===== src/shared/ppec_pkg.sv =====
// constants, command and pin types for the paged eeprom host controller
// Overview of operation
// device drives addressed byte while select and gate low, strobe high
// device floats data whenever select or gate is high
// write starts on strobe or select low pulse with gate held high
// device latches address on the later falling select/strobe edge
// device latches data on the first rising select/strobe edge
// program cycle self-timed, at most 10 ms; reads meanwhile only poll
// one to 128 bytes per programming period
// host presents each further page byte within 150 us of previous
// window expiry without new byte ends the load and starts programming
// host keeps page lines identical for every byte of one load
// byte lines pick byte, any order, overwrites allowed, only loaded bytes stored
// polled last byte reads inverted top bit until programming completes
// toggle bit flips on every read while programming, then stops
// writes blocked at low supply and about 5 ms after it rises
// no write starts with gate low, select high or strobe high
// select/strobe low pulses under about 15 ns are ignored
// three-byte sequence enables write lock after one program cycle
// locked device still writes data preceded by the same sequence
// lock persists across power cycles until disable sequence
// sequences follow page timing, are not stored, addresses stay writable
// locked unguarded write starts timers, stores nothing, reads poll
// 128 id bytes at 1ff80h-1ffffh with id select line elevated
// sequence addresses and data bytes are design parameters
// pins sampled on local clock, delays counted in clock cycles
package ppec_pkg;

    localparam int unsigned PAGE_BYTES     = 128;
    localparam int unsigned COMPLETION_BIT = 7;
    localparam int unsigned TOGGLE_BIT     = 6;
    localparam int unsigned TIMER_W        = 32;
    localparam logic [16:0] ID_BASE        = 17'h1ff80;

    localparam int unsigned CLK_PERIOD_PS = 5000;
    localparam int unsigned CYC_PER_US    = 1000000 / CLK_PERIOD_PS;
    localparam int unsigned CYC_PER_MS    = 1000000000 / CLK_PERIOD_PS;
    localparam int unsigned T_ACC_NS      = 150;
    localparam int unsigned T_WP_NS       = 100;
    localparam int unsigned T_REC_NS      = 50;
    localparam int unsigned T_BLC_US      = 150;
    localparam int unsigned T_WC_MS       = 10;
    localparam int unsigned T_PON_MS      = 5;
    localparam int unsigned SYNC_CYC      = 2;
    localparam int unsigned ACC_CYC       = (T_ACC_NS * 1000 + CLK_PERIOD_PS - 1) / CLK_PERIOD_PS;
    localparam int unsigned WP_CYC        = (T_WP_NS * 1000 + CLK_PERIOD_PS - 1) / CLK_PERIOD_PS;
    localparam int unsigned REC_CYC       = (T_REC_NS * 1000 + CLK_PERIOD_PS - 1) / CLK_PERIOD_PS;
    // one extra cycle covers the registered pin stage
    localparam int unsigned RD_CYC        = ACC_CYC + SYNC_CYC + 1;
    localparam int unsigned BLC_CYC       = T_BLC_US * CYC_PER_US;
    localparam int unsigned WC_CYC        = T_WC_MS * CYC_PER_MS;
    localparam int unsigned PON_CYC       = T_PON_MS * CYC_PER_MS;

    localparam logic [1:0]  IDX_RST  = 2'h0;
    localparam logic [7:0]  CNT_RST  = 8'h00;
    localparam logic [16:0] ADDR_RST = 17'h00000;
    localparam logic [7:0]  DATA_RST = 8'h00;

    typedef enum logic [2:0] {
        OP_READ          = 3'h0,
        OP_WRITE         = 3'h1,
        OP_GUARDED_WRITE = 3'h2,
        OP_LOCK_ON       = 3'h3,
        OP_LOCK_OFF      = 3'h4
    } ppec_op_t;

    typedef struct packed {
        ppec_op_t    op;
        logic        id_sel;
        logic        last;
        logic [16:0] addr;
        logic [7:0]  data;
    } ppec_cmd_t;

    typedef struct packed {
        logic        chip_select_n;
        logic        output_gate_n;
        logic        store_strobe_n;
        logic        id_select_line;
        logic [16:0] addr;
        logic [7:0]  data;
        logic        data_oe;
    } ppec_pins_t;

    localparam ppec_pins_t PINS_RST = '{1'b1, 1'b1, 1'b1, 1'b0, 17'h00000, 8'h00, 1'b0};

endpackage


===== src/logic/ppec_host.sv =====
// host controller driving a paged parallel eeprom through its pins
`timescale 1ns/1ps
module ppec_host #(
    parameter int unsigned BLC_CYCLES  = ppec_pkg::BLC_CYC,
    parameter int unsigned WC_CYCLES   = ppec_pkg::WC_CYC,
    parameter int unsigned PON_CYCLES  = ppec_pkg::PON_CYC,
    // arbitrary values, index 0 low
    parameter logic [50:0] ON_ADDR     = {17'h01234, 17'h00abc, 17'h01234},
    parameter logic [23:0] ON_DATA     = {8'h3c, 8'hc3, 8'h5a},
    parameter logic [50:0] OFF_ADDR    = {17'h01234, 17'h00abc, 17'h01234},
    parameter logic [23:0] OFF_DATA    = {8'h69, 8'hc3, 8'h5a}
) (
    // clock and reset
    input  wire logic                clock_in,
    input  wire logic                rst_b_in,
    // command port
    input  wire logic                cmd_valid_in,
    input  wire ppec_pkg::ppec_cmd_t cmd_in,
    output logic                     cmd_ready_out,
    // answers
    output logic                     rsp_valid_out,
    output logic [7:0]               rsp_data_out,
    output logic                     done_out,
    output logic                     error_out,
    output logic                     busy_out,
    // memory pins
    output ppec_pkg::ppec_pins_t     pins_out,
    input  wire logic [7:0]          data_in
);

    typedef enum logic [8:0] {
        ST_PWR  = 9'h001,
        ST_IDLE = 9'h002,
        ST_RD   = 9'h004,
        ST_WSET = 9'h008,
        ST_WLOW = 9'h010,
        ST_WREC = 9'h020,
        ST_LOAD = 9'h040,
        ST_POLL = 9'h080,
        ST_PGAP = 9'h100
    } ppec_state_t;

    localparam logic [31:0] RD_LD  = 32'(ppec_pkg::RD_CYC - 1);
    localparam logic [31:0] WP_LD  = 32'(ppec_pkg::WP_CYC - 1);
    localparam logic [31:0] REC_LD = 32'(ppec_pkg::REC_CYC - 1);
    localparam logic [31:0] BLC_LD = 32'(BLC_CYCLES - 1);
    localparam logic [31:0] WC_LD  = 32'(WC_CYCLES - 1);
    localparam logic [31:0] PON_LD = 32'(PON_CYCLES - 1);
    localparam logic [7:0]  PG_MAX = 8'(ppec_pkg::PAGE_BYTES);

    ppec_state_t         state;
    ppec_state_t         next_state;
    ppec_pkg::ppec_cmd_t cur;
    logic [1:0]          idx;
    logic [1:0]          next_idx;
    logic [7:0]          byte_cnt;
    logic                page_open;
    logic                chk7;
    logic                want7;
    logic                have_prev;
    logic                prev_tog;
    logic [16:0]         poll_addr;
    logic [7:0]          data_meta;
    logic [7:0]          data_sync;
    logic                tmr_load;
    logic [31:0]         tmr_val;
    logic                tmr_exp;
    logic                poll_exp;

    always_ff @(posedge clock_in or negedge rst_b_in) begin
        if (!rst_b_in) begin
            data_meta <= ppec_pkg::DATA_RST;
            data_sync <= ppec_pkg::DATA_RST;
        end else begin
            data_meta <= data_in;
            data_sync <= data_meta;
        end
    end

    // phase timer starts out counting the power-on hold-off
    ppec_timer #(
        .W       (ppec_pkg::TIMER_W),
        .RST_VAL (PON_LD)
    ) u_phase (
        .clock_in    (clock_in),
        .rst_b_in    (rst_b_in),
        .load_in     (tmr_load),
        .value_in    (tmr_val),
        .expired_out (tmr_exp)
    );

    ppec_timer #(
        .W       (ppec_pkg::TIMER_W),
        .RST_VAL ('0)
    ) u_poll (
        .clock_in    (clock_in),
        .rst_b_in    (rst_b_in),
        .load_in     (poll_start),
        .value_in    (WC_LD),
        .expired_out (poll_exp)
    );

    wire        is_lock   = (cur.op == ppec_pkg::OP_LOCK_ON) || (cur.op == ppec_pkg::OP_LOCK_OFF);
    wire [50:0] seq_addr  = (cur.op == ppec_pkg::OP_LOCK_OFF) ? OFF_ADDR : ON_ADDR;
    wire [23:0] seq_data  = (cur.op == ppec_pkg::OP_LOCK_OFF) ? OFF_DATA : ON_DATA;
    wire [16:0] eff_addr  = cur.id_sel ? (ppec_pkg::ID_BASE | {10'h000, cur.addr[6:0]}) : cur.addr;
    wire        pay_byte  = (idx == 2'h3);
    wire [16:0] byte_addr = pay_byte ? eff_addr : seq_addr[idx * 17 +: 17];
    wire [7:0]  byte_data = pay_byte ? cur.data : seq_data[idx * 8 +: 8];
    wire        seq_end   = pay_byte || ((idx == 2'h2) && is_lock);
    wire        seq_first = (cmd_in.op != ppec_pkg::OP_WRITE) && (cmd_in.op != ppec_pkg::OP_READ);

    wire same_page = (cmd_in.addr[16:7] == cur.addr[16:7]) || cur.id_sel;
    wire cont_ok   = page_open && !tmr_exp && (cmd_in.op == ppec_pkg::OP_WRITE)
                     && (cmd_in.id_sel == cur.id_sel) && same_page;
    wire cont_take = (state == ST_LOAD) && cmd_valid_in && cont_ok;
    wire idle_take = (state == ST_IDLE) && cmd_valid_in;
    wire take      = idle_take || cont_take;
    wire poll_start = (state == ST_LOAD) && tmr_exp && !cont_take;

    wire tog_same = have_prev && (data_sync[ppec_pkg::TOGGLE_BIT] == prev_tog);
    wire top_ok   = !chk7 || (data_sync[ppec_pkg::COMPLETION_BIT] == want7);
    wire poll_ok  = tog_same && top_ok;

    assign cmd_ready_out = (state == ST_IDLE) || ((state == ST_LOAD) && cont_ok);
    assign busy_out      = (state != ST_IDLE);

    always_comb begin
        next_state = state;
        next_idx   = idx;
        tmr_load   = 1'b0;
        tmr_val    = RD_LD;
        unique case (state)
            ST_PWR: begin
                if (tmr_exp) begin
                    next_state = ST_IDLE;
                end
            end
            ST_IDLE: begin
                if (idle_take && (cmd_in.op == ppec_pkg::OP_READ)) begin
                    next_state = ST_RD;
                    tmr_load   = 1'b1;
                end else if (idle_take) begin
                    next_state = ST_WSET;
                    next_idx   = seq_first ? 2'h0 : 2'h3;
                end
            end
            ST_RD: begin
                if (tmr_exp) begin
                    next_state = ST_IDLE;
                end
            end
            ST_WSET: begin
                next_state = ST_WLOW;
                tmr_load   = 1'b1;
                tmr_val    = WP_LD;
            end
            ST_WLOW: begin
                if (tmr_exp) begin
                    next_state = ST_WREC;
                    tmr_load   = 1'b1;
                    tmr_val    = REC_LD;
                end
            end
            ST_WREC: begin
                if (tmr_exp && seq_end) begin
                    next_state = ST_LOAD;
                    tmr_load   = 1'b1;
                    tmr_val    = BLC_LD;
                end else if (tmr_exp) begin
                    next_state = ST_WSET;
                    next_idx   = idx + 2'h1;
                end
            end
            ST_LOAD: begin
                if (cont_take) begin
                    next_state = ST_WSET;
                    next_idx   = 2'h3;
                end else if (tmr_exp) begin
                    next_state = ST_POLL;
                    tmr_load   = 1'b1;
                end
            end
            ST_POLL: begin
                if (tmr_exp && (poll_ok || poll_exp)) begin
                    next_state = ST_IDLE;
                end else if (tmr_exp) begin
                    next_state = ST_PGAP;
                    tmr_load   = 1'b1;
                    tmr_val    = REC_LD;
                end
            end
            ST_PGAP: begin
                if (tmr_exp) begin
                    next_state = ST_POLL;
                    tmr_load   = 1'b1;
                end
            end
            default: begin
                next_state = ST_IDLE;
            end
        endcase
    end

    always_ff @(posedge clock_in or negedge rst_b_in) begin
        if (!rst_b_in) begin
            state <= ST_PWR;
            idx   <= ppec_pkg::IDX_RST;
        end else begin
            state <= next_state;
            idx   <= next_idx;
        end
    end

    always_ff @(posedge clock_in or negedge rst_b_in) begin
        if (!rst_b_in) begin
            cur       <= '0;
            byte_cnt  <= ppec_pkg::CNT_RST;
            page_open <= 1'b0;
        end else if (take) begin
            cur       <= cmd_in;
            byte_cnt  <= idle_take ? ppec_pkg::CNT_RST : byte_cnt;
            page_open <= 1'b0;
        end else if ((state == ST_WREC) && tmr_exp && seq_end) begin
            byte_cnt  <= byte_cnt + {7'h00, pay_byte};
            page_open <= pay_byte && !cur.last && (byte_cnt + 8'h01 < PG_MAX);
        end
    end

    always_ff @(posedge clock_in or negedge rst_b_in) begin
        if (!rst_b_in) begin
            poll_addr <= ppec_pkg::ADDR_RST;
            chk7      <= 1'b0;
            want7     <= 1'b0;
        end else if ((state == ST_WLOW) && tmr_exp) begin
            poll_addr <= byte_addr;
            chk7      <= pay_byte;
            want7     <= byte_data[ppec_pkg::COMPLETION_BIT];
        end
    end

    always_ff @(posedge clock_in or negedge rst_b_in) begin
        if (!rst_b_in) begin
            have_prev <= 1'b0;
            prev_tog  <= 1'b0;
        end else if (poll_start) begin
            have_prev <= 1'b0;
        end else if ((state == ST_POLL) && tmr_exp) begin
            have_prev <= 1'b1;
            prev_tog  <= data_sync[ppec_pkg::TOGGLE_BIT];
        end
    end

    // answers
    wire rd_end   = (state == ST_RD) && tmr_exp;
    wire poll_end = (state == ST_POLL) && tmr_exp && (poll_ok || poll_exp);

    always_ff @(posedge clock_in or negedge rst_b_in) begin
        if (!rst_b_in) begin
            rsp_valid_out <= 1'b0;
            rsp_data_out  <= ppec_pkg::DATA_RST;
            done_out      <= 1'b0;
            error_out     <= 1'b0;
        end else begin
            rsp_valid_out <= rd_end;
            rsp_data_out  <= rd_end ? data_sync : rsp_data_out;
            done_out      <= poll_end;
            error_out     <= (poll_end && !poll_ok) || (error_out && !idle_take);
        end
    end

    // pin drive, registered one cycle behind the state
    wire in_rd   = (state == ST_RD) || (state == ST_POLL);
    wire in_wr   = (state == ST_WSET) || (state == ST_WLOW) || (state == ST_WREC);
    wire in_poll = (state == ST_POLL) || (state == ST_PGAP);

    ppec_pkg::ppec_pins_t next_pins;

    always_comb begin
        next_pins                = pins_out;
        next_pins.chip_select_n  = !(in_rd || (state == ST_WSET) || (state == ST_WLOW));
        next_pins.output_gate_n  = !in_rd;
        next_pins.store_strobe_n = (state != ST_WLOW);
        next_pins.data_oe        = in_wr;
        next_pins.id_select_line = cur.id_sel && (state != ST_IDLE) && (state != ST_PWR);
        if (in_wr) begin
            next_pins.addr = byte_addr;
            next_pins.data = byte_data;
        end else if (in_poll) begin
            next_pins.addr = poll_addr;
        end else if (state == ST_RD) begin
            next_pins.addr = eff_addr;
        end
    end

    always_ff @(posedge clock_in or negedge rst_b_in) begin
        if (!rst_b_in) begin
            pins_out <= ppec_pkg::PINS_RST;
        end else begin
            pins_out <= next_pins;
        end
    end

endmodule


===== src/logic/ppec_timer.sv =====
// down counter that flags expiry, loaded per phase
`timescale 1ns/1ps
module ppec_timer #(
    parameter int unsigned W       = 32,
    parameter logic [W-1:0] RST_VAL = '0
) (
    // clock and reset
    input  wire logic         clock_in,
    input  wire logic         rst_b_in,
    // control
    input  wire logic         load_in,
    input  wire logic [W-1:0] value_in,
    // status
    output logic              expired_out
);

    logic [W-1:0] count;
    wire          running = (count != '0);

    always_ff @(posedge clock_in or negedge rst_b_in) begin
        if (!rst_b_in) begin
            count <= RST_VAL;
        end else if (load_in) begin
            count <= value_in;
        end else if (running) begin
            count <= count - W'(1);
        end
    end

    assign expired_out = !running;

endmodule


===== config.mk =====
export PLATFORM = sky130hd
export DESIGN_NAME = ppec_host
export DESIGN_NICKNAME = d
export VERILOG_FILES = /design/src/shared/ppec_pkg.sv /design/src/logic/ppec_host.sv /design/src/logic/ppec_timer.sv
export SDC_FILE = /design/constraint.sdc
export NUM_CORES = 1
export LEC_CHECK = 0
export BUFFER_PORTS_ARGS = -buffer_cell sky130_fd_sc_hd__buf_2
export CORE_MARGIN = 2
export CORE_UTILIZATION = 45
export DETAILED_ROUTE_END_ITERATION = 10
export SETUP_SLACK_MARGIN = 0.15
export SYNTH_ARGS = -nofsm -noshare
export SYNTH_HDL_FRONTEND = slang
export SYNTH_HIERARCHICAL = 1
export SYNTH_SLANG_ARGS = --single-unit

===== constraint.sdc =====
create_clock -name clock_in -period 7.05 [get_ports clock_in]
set_input_delay 1.41 -clock clock_in [delete_from_list [all_inputs] [get_ports clock_in]]
set_output_delay 1.41 -clock clock_in [all_outputs]
set_load 0.02 [all_outputs]

Yosys cells after proc, flatten, opt, wreduce, memory -nomap -nowiden:

Index checks and enable logic that the tools add are counted.

* reduce and logical (&&, ||, !) cells: 68
* multipliers: 1
* magnitude comparators: 1
* bitwise logic cells: 1
* equal/unequal tests: 33
* add/subtract/negate cells: 5
* mux-type cells: 46
* shift-type cells: 2

Operators by type and width (number)
* $mux 32: 4
* $mux 9: 10
* $mux 17: 5
* $pmux 9 s8: 1
* $reduce_bool 32->1: 2
* $sub 32x1->32 const B: 2
* $pmux 15 s4: 1
* $shiftx 51x8->17 const A: 1
* $mux 8: 4
* $logic_and 1x1->1: 29
* $shiftx 24x6->8: 1
* $mux 23: 1
* $ne 2x2->1 const B: 8
* $mux 15: 1
* $logic_or 1x1->1: 14
* $mux 2: 6
* $mux 6: 2
* $eq 10x10->1: 1
* $eq 9x1->1 const B: 1
* $eq 9x2->1 const B: 1
* $eq 9x3->1 const B: 1
* $eq 9x4->1 const B: 1
* $eq 9x5->1 const B: 1
* $eq 9x6->1 const B: 1
* 31 further kinds: 58

* word-level logic and storage cells: 186
* register bits: 192
* input port bits: 41
* output and inout bits: 43

Longest topological paths before layout:

* word-level depth: 10
* depth in mapped cells: 16
* depth with buffers taken out: 14

Hierarchy:

The synthesis kept the hierarchy.

Modules (own cells, without submodules)
* ppec_host: cells an instance 497, area each 5627.9 um2, times used 1, seq. area each 3208.1 um2
* ppec_timer (u_phase): cells an instance 216, area each 1918.1 um2, times used 1, seq. area each 815.8 um2
* ppec_timer (u_poll): cells an instance 209, area each 1901.8 um2, times used 1, seq. area each 800.8 um2

Worst setup path after synthesis:

No wires, ideal clock.

* kind: register to output
* start point: register u_phase.count[0]
* end point: output cmd_ready_out
* buffers on the path: 0
* data required time: 5.640 ns
* stages on the path, launching flop included: 10
* setup slack: 3.178 ns
* data arrival time: 2.462 ns
* cells stage by stage: dfstp_2 -> inv_1 -> ha_1 -> nor4b_2 -> nand3_1 -> nor4_4 -> nor4_1 -> nand4_1 -> a21oi_1 -> or2_2

* word-level cells in the longest chain between the ends: 7

Ends and longest elaborated chain
* start: declaration: RTL line ppec_timer.sv:17 `logic [W-1:0] count;`
* start signal: assignment: RTL line ppec_timer.sv:24 `count <= value_in;`
* start signal: assignment: RTL line ppec_timer.sv:26 `count <= count - W'(1);`
* $reduce_bool 32->1: RTL line ppec_timer.sv:18 `wire running = (count != '0);`
* $logic_and 1x1->1 (2 in a row): RTL line ppec_host.sv:114 `wire cont_ok = page_open && !tmr_exp && (cmd_in.op == ppec_pkg::OP_WRITE)`
* $logic_and 1x1->1 (2 in a row): RTL line ppec_host.sv:115 `&& (cmd_in.id_sel == cur.id_sel) && same_page;`
* $logic_and 1x1->1: RTL line ppec_host.sv:125 `assign cmd_ready_out = (state == ST_IDLE) || ((state == ST_LOAD) && cont_ok);`
* $logic_or 1x1->1: RTL line ppec_host.sv:125
* end: declaration: RTL line ppec_host.sv:19 `output logic cmd_ready_out,`

Every way passes these cells.

Final worst setup path:

Ends and elaborated chain as after synthesis.

==> qor.txt <==
Seq cells post-synth = 192
area grow syn2layout = 15.9%
Clk network pwr share = 26.8%
ys async rst share = 100%
setup TNS = 0 ns
CTS HTree Levels = 4
outcome = complete, no violations
Die Y = 149 microns
DR WL/cell = 15.7 microns
Worst Hold Depth = 0
core area = 0.0208 sq mm
antenna cell count = 0
Initial DRC Count = 440
Multi-input gate area = 0.00454 sq mm
Setup Skew = 0.0132 ns
final worst slack = 2.07 ns
Worst-path clk slew = 0.08 ns
Worst Tran Pin Value = 1.03 ns
dpl cells = 1,299
pin count of the biggest net entering global routing = 127
Root Buffer = clkbuf_16
Lkg Pwr = 4.80 nW
Max-slew headroom = 30.9%
initial core utilization = 45.4%
first-pass GRT wire length = 35,500 microns
layout cell share with drive strength beyond 1 = 20.4%
top-level I/O count = 84
DRT Wirelength = 21,000 microns
Power Density = 347 mW/mm^2
crit path kind = reg2out
final setup vio count = 0
min-delay worst type = reg2reg
hpwl dp = 14,200 microns
Syn. warnings = 6
FMAX = 0.201 GHz
ys flop type = dfrtp_1
Worst IR Drop VDD = 0.000235 V
Slew Limit Fails = 0
Arr. time, crit path = 3.57 ns
gr ovfl total = 0
die width = 149 microns
TritonCTS buffer count = 17
GPL Wtd Cong = 0.778
Post-Syn Area = 0.00945 sq mm
vias in the first global route = 6,917
Final period util = 70.6%
Buffers on Ports = 83
Place WS = 2.05 ns
via count = 7,066
WHS = 0.351 ns
most frequent cells in the layout = dfrtp_1 (176), nand2_1 (118), buf_2 (82)
combinational cell fraction of total power = 30.1%
Yosys cell types = 77
Tot Pwr = 0.00381 W
Pre-antenna DRT Iters = 5
number of synthesized flops with an enable pin = 0
Sw Share = 36.8%
Startpoint Class = flip-flop
DRC violation count after routing = 0
hold buffers post-CTS = 0
Cells after Synth = 922
Clock Latency Late Sink = 0.43 ns
crit path capture type = primary output
Fillers = 1,884
Internal = 0.00241 W
row count = 53
Reg2Reg Depth = 15
sequential share of the synthesized area = 51.1%
most common cell after layout, fill and taps aside = dfrtp_1
full die area = 0.0222 sq mm
Fin. Hold Viols = 0
clk sinks = 192
post-CTS resize count = 0
critical path fanouts, max = 20
Vias/cell = 5.31
initial antenna violation count = 0
nets = 1,093
post-route insts no fill = 1,331
antenna-violating nets left = 0
Total GRT Usage = 20.0%
minimum clock period = 4.98 ns
CTS tree = yes
Max Cap Viol = 0
Longest Clk Path Bufs = 2
Switching Power = 0.00140 W
Worst EP required = 5.64 ns
RSZ-0062 raised after global routing = false
register area = 0.00482 sq mm
buffer count from post-CTS setup fixing = 0
Syn Area/Cell = 10.2 sq um
sequential power share = 43.0%
[logic make-up after synthesis]
| logic type | synth area share, % |
|---|---|
| simple gates | 18.2 |
| flops | 51.1 |
| compound gates | 13.4 |
| buf+inv | 3.17 |
| xor+xnor | 6.21 |
| mux | 6.65 |
| fa+ha+maj | 1.19 |
| other cells | 0.0795 |
[layer usage]
layer | up-vias | global-route usage, % | part of all wire [%]
li1 | 3487 | - | -
met4 | 0 | 4.86 | 1.1
met3 | 18 | 5.14 | 4.6
met5 | - | 0 | 0
met1 | 3434 | 27.6 | 47
met2 | 127 | 31.7 | 47
[synth_stat cells, types with 3 or more instances]
| cell | number | area [sq um] |
|---|---|---|
| a211oi_1 | 15 | 113 |
| a21boi_0 | 4 | 30.0 |
| a21oi_1 | 16 | 80.1 |
| a221o_1 | 4 | 40.0 |
| a221oi_1 | 3 | 26.3 |
| a222oi_1 | 5 | 50.1 |
| a22oi_1 | 9 | 67.6 |
| a31o_2 | 3 | 26.3 |
| and2_1 | 3 | 18.8 |
| and3_1 | 5 | 31.3 |
| buf_2 | 8 | 40.0 |
| clkbuf_1 | 28 | 105 |
| dfrtp_1 | 176 | 4400 |
| dfstp_2 | 16 | 420 |
| ha_1 | 9 | 113 |
| inv_1 | 27 | 101 |
| mux2_2 | 42 | 473 |
| mux2i_1 | 14 | 140 |
| nand2_1 | 118 | 443 |
| nand2b_1 | 5 | 31.3 |
| nand3_1 | 12 | 60.1 |
| nand4_1 | 11 | 68.8 |
| nor2_1 | 72 | 270 |
| nor2b_1 | 7 | 43.8 |
| nor3_1 | 26 | 130 |
| nor3_2 | 4 | 40.0 |
| nor4_1 | 23 | 144 |
| nor4b_1 | 5 | 43.8 |
| o21ai_0 | 80 | 400 |
| o21ai_1 | 3 | 15.0 |
| o31ai_1 | 17 | 128 |
| or2_2 | 4 | 25.0 |
| or3_1 | 15 | 93.8 |
| or4_1 | 8 | 60.1 |
| or4_4 | 3 | 33.8 |
| xnor2_1 | 36 | 315 |
| xor2_1 | 31 | 272 |
[stage by stage]
stage	util, %	area (sq um)
global route	52.6	11000
detailed placement	49.5	10300
floorplan	-	9640
global placement	49.5	10300
CTS	52.6	11000
finish	52.6	11000
[worst max-delay path: stages (launching register included)]
cell,delay [ns]
dfstp_2,0.55
inv_1,0.07
ha_1,0.25
nor4b_2,0.22
nand3_1,0.14
nor4_4,0.06
buf_4,0.23
nor4_1,0.73
nand4_1,0.26
a21oi_1,0.31
or2_2,0.17
buf_2,0.15
[power by group through the flow]
| stage | Sequential (W) | Clock (W) | Combinational, W |
|---|---|---|---|
| finish | 0.00164 | 0.00102 | 0.00115 |
| global route | 0.00168 | 0.00109 | 0.00128 |
| CTS | 0.00164 | 0.00105 | 0.00116 |
| detailed placement | 0.00165 | 0 | 0.00116 |
| global placement | 0.00165 | 0 | 0.00114 |
| floorplan | 0.00166 | 0 | 0.000789 |
[state kept, by name, summed over array words and instances (netlist names)]
name / flops
byte_cnt: 8
chk7: 1
cur: 30
data_meta: 8
data_sync: 8
done_out: 1
error_out: 1
have_prev: 1
idx: 2
page_open: 1
pins_out: 30
poll_addr: 17
prev_tog: 1
rsp_data_out: 8
rsp_valid_out: 1
state: 9
u_phase/count: 32
u_poll/count: 32
want7: 1
[final timing paths]
check | slack [ns] | endpoint | startpoint
hold reg to reg | 0.35 | data_sync[2] | data_meta[2]
hold / removal | 0.35 | data_sync[2] | data_meta[2]
setup reg to reg | 2.14 | u_poll/count[11] | u_phase/count[0]
max in group asynchronous | 4.44 | state[3] | rst_b_in
min in group asynchronous | 1.14 | u_poll/count[21] | rst_b_in
setup / recovery | 2.07 | cmd_ready_out | u_phase/count[0]
[final cells by class]
cell class / instances / area share (%)
inverter: 28 / 1.01
multi-input combinational: 711 / 41.4
tap: 275 / 3.14
clock buffer: 17 / 3.88
timing repair buffer: 93 / 4.56
sequential: 192 / 44.0
clock inverter: 15 / 1.95
(Power assumes the default switching activity.)
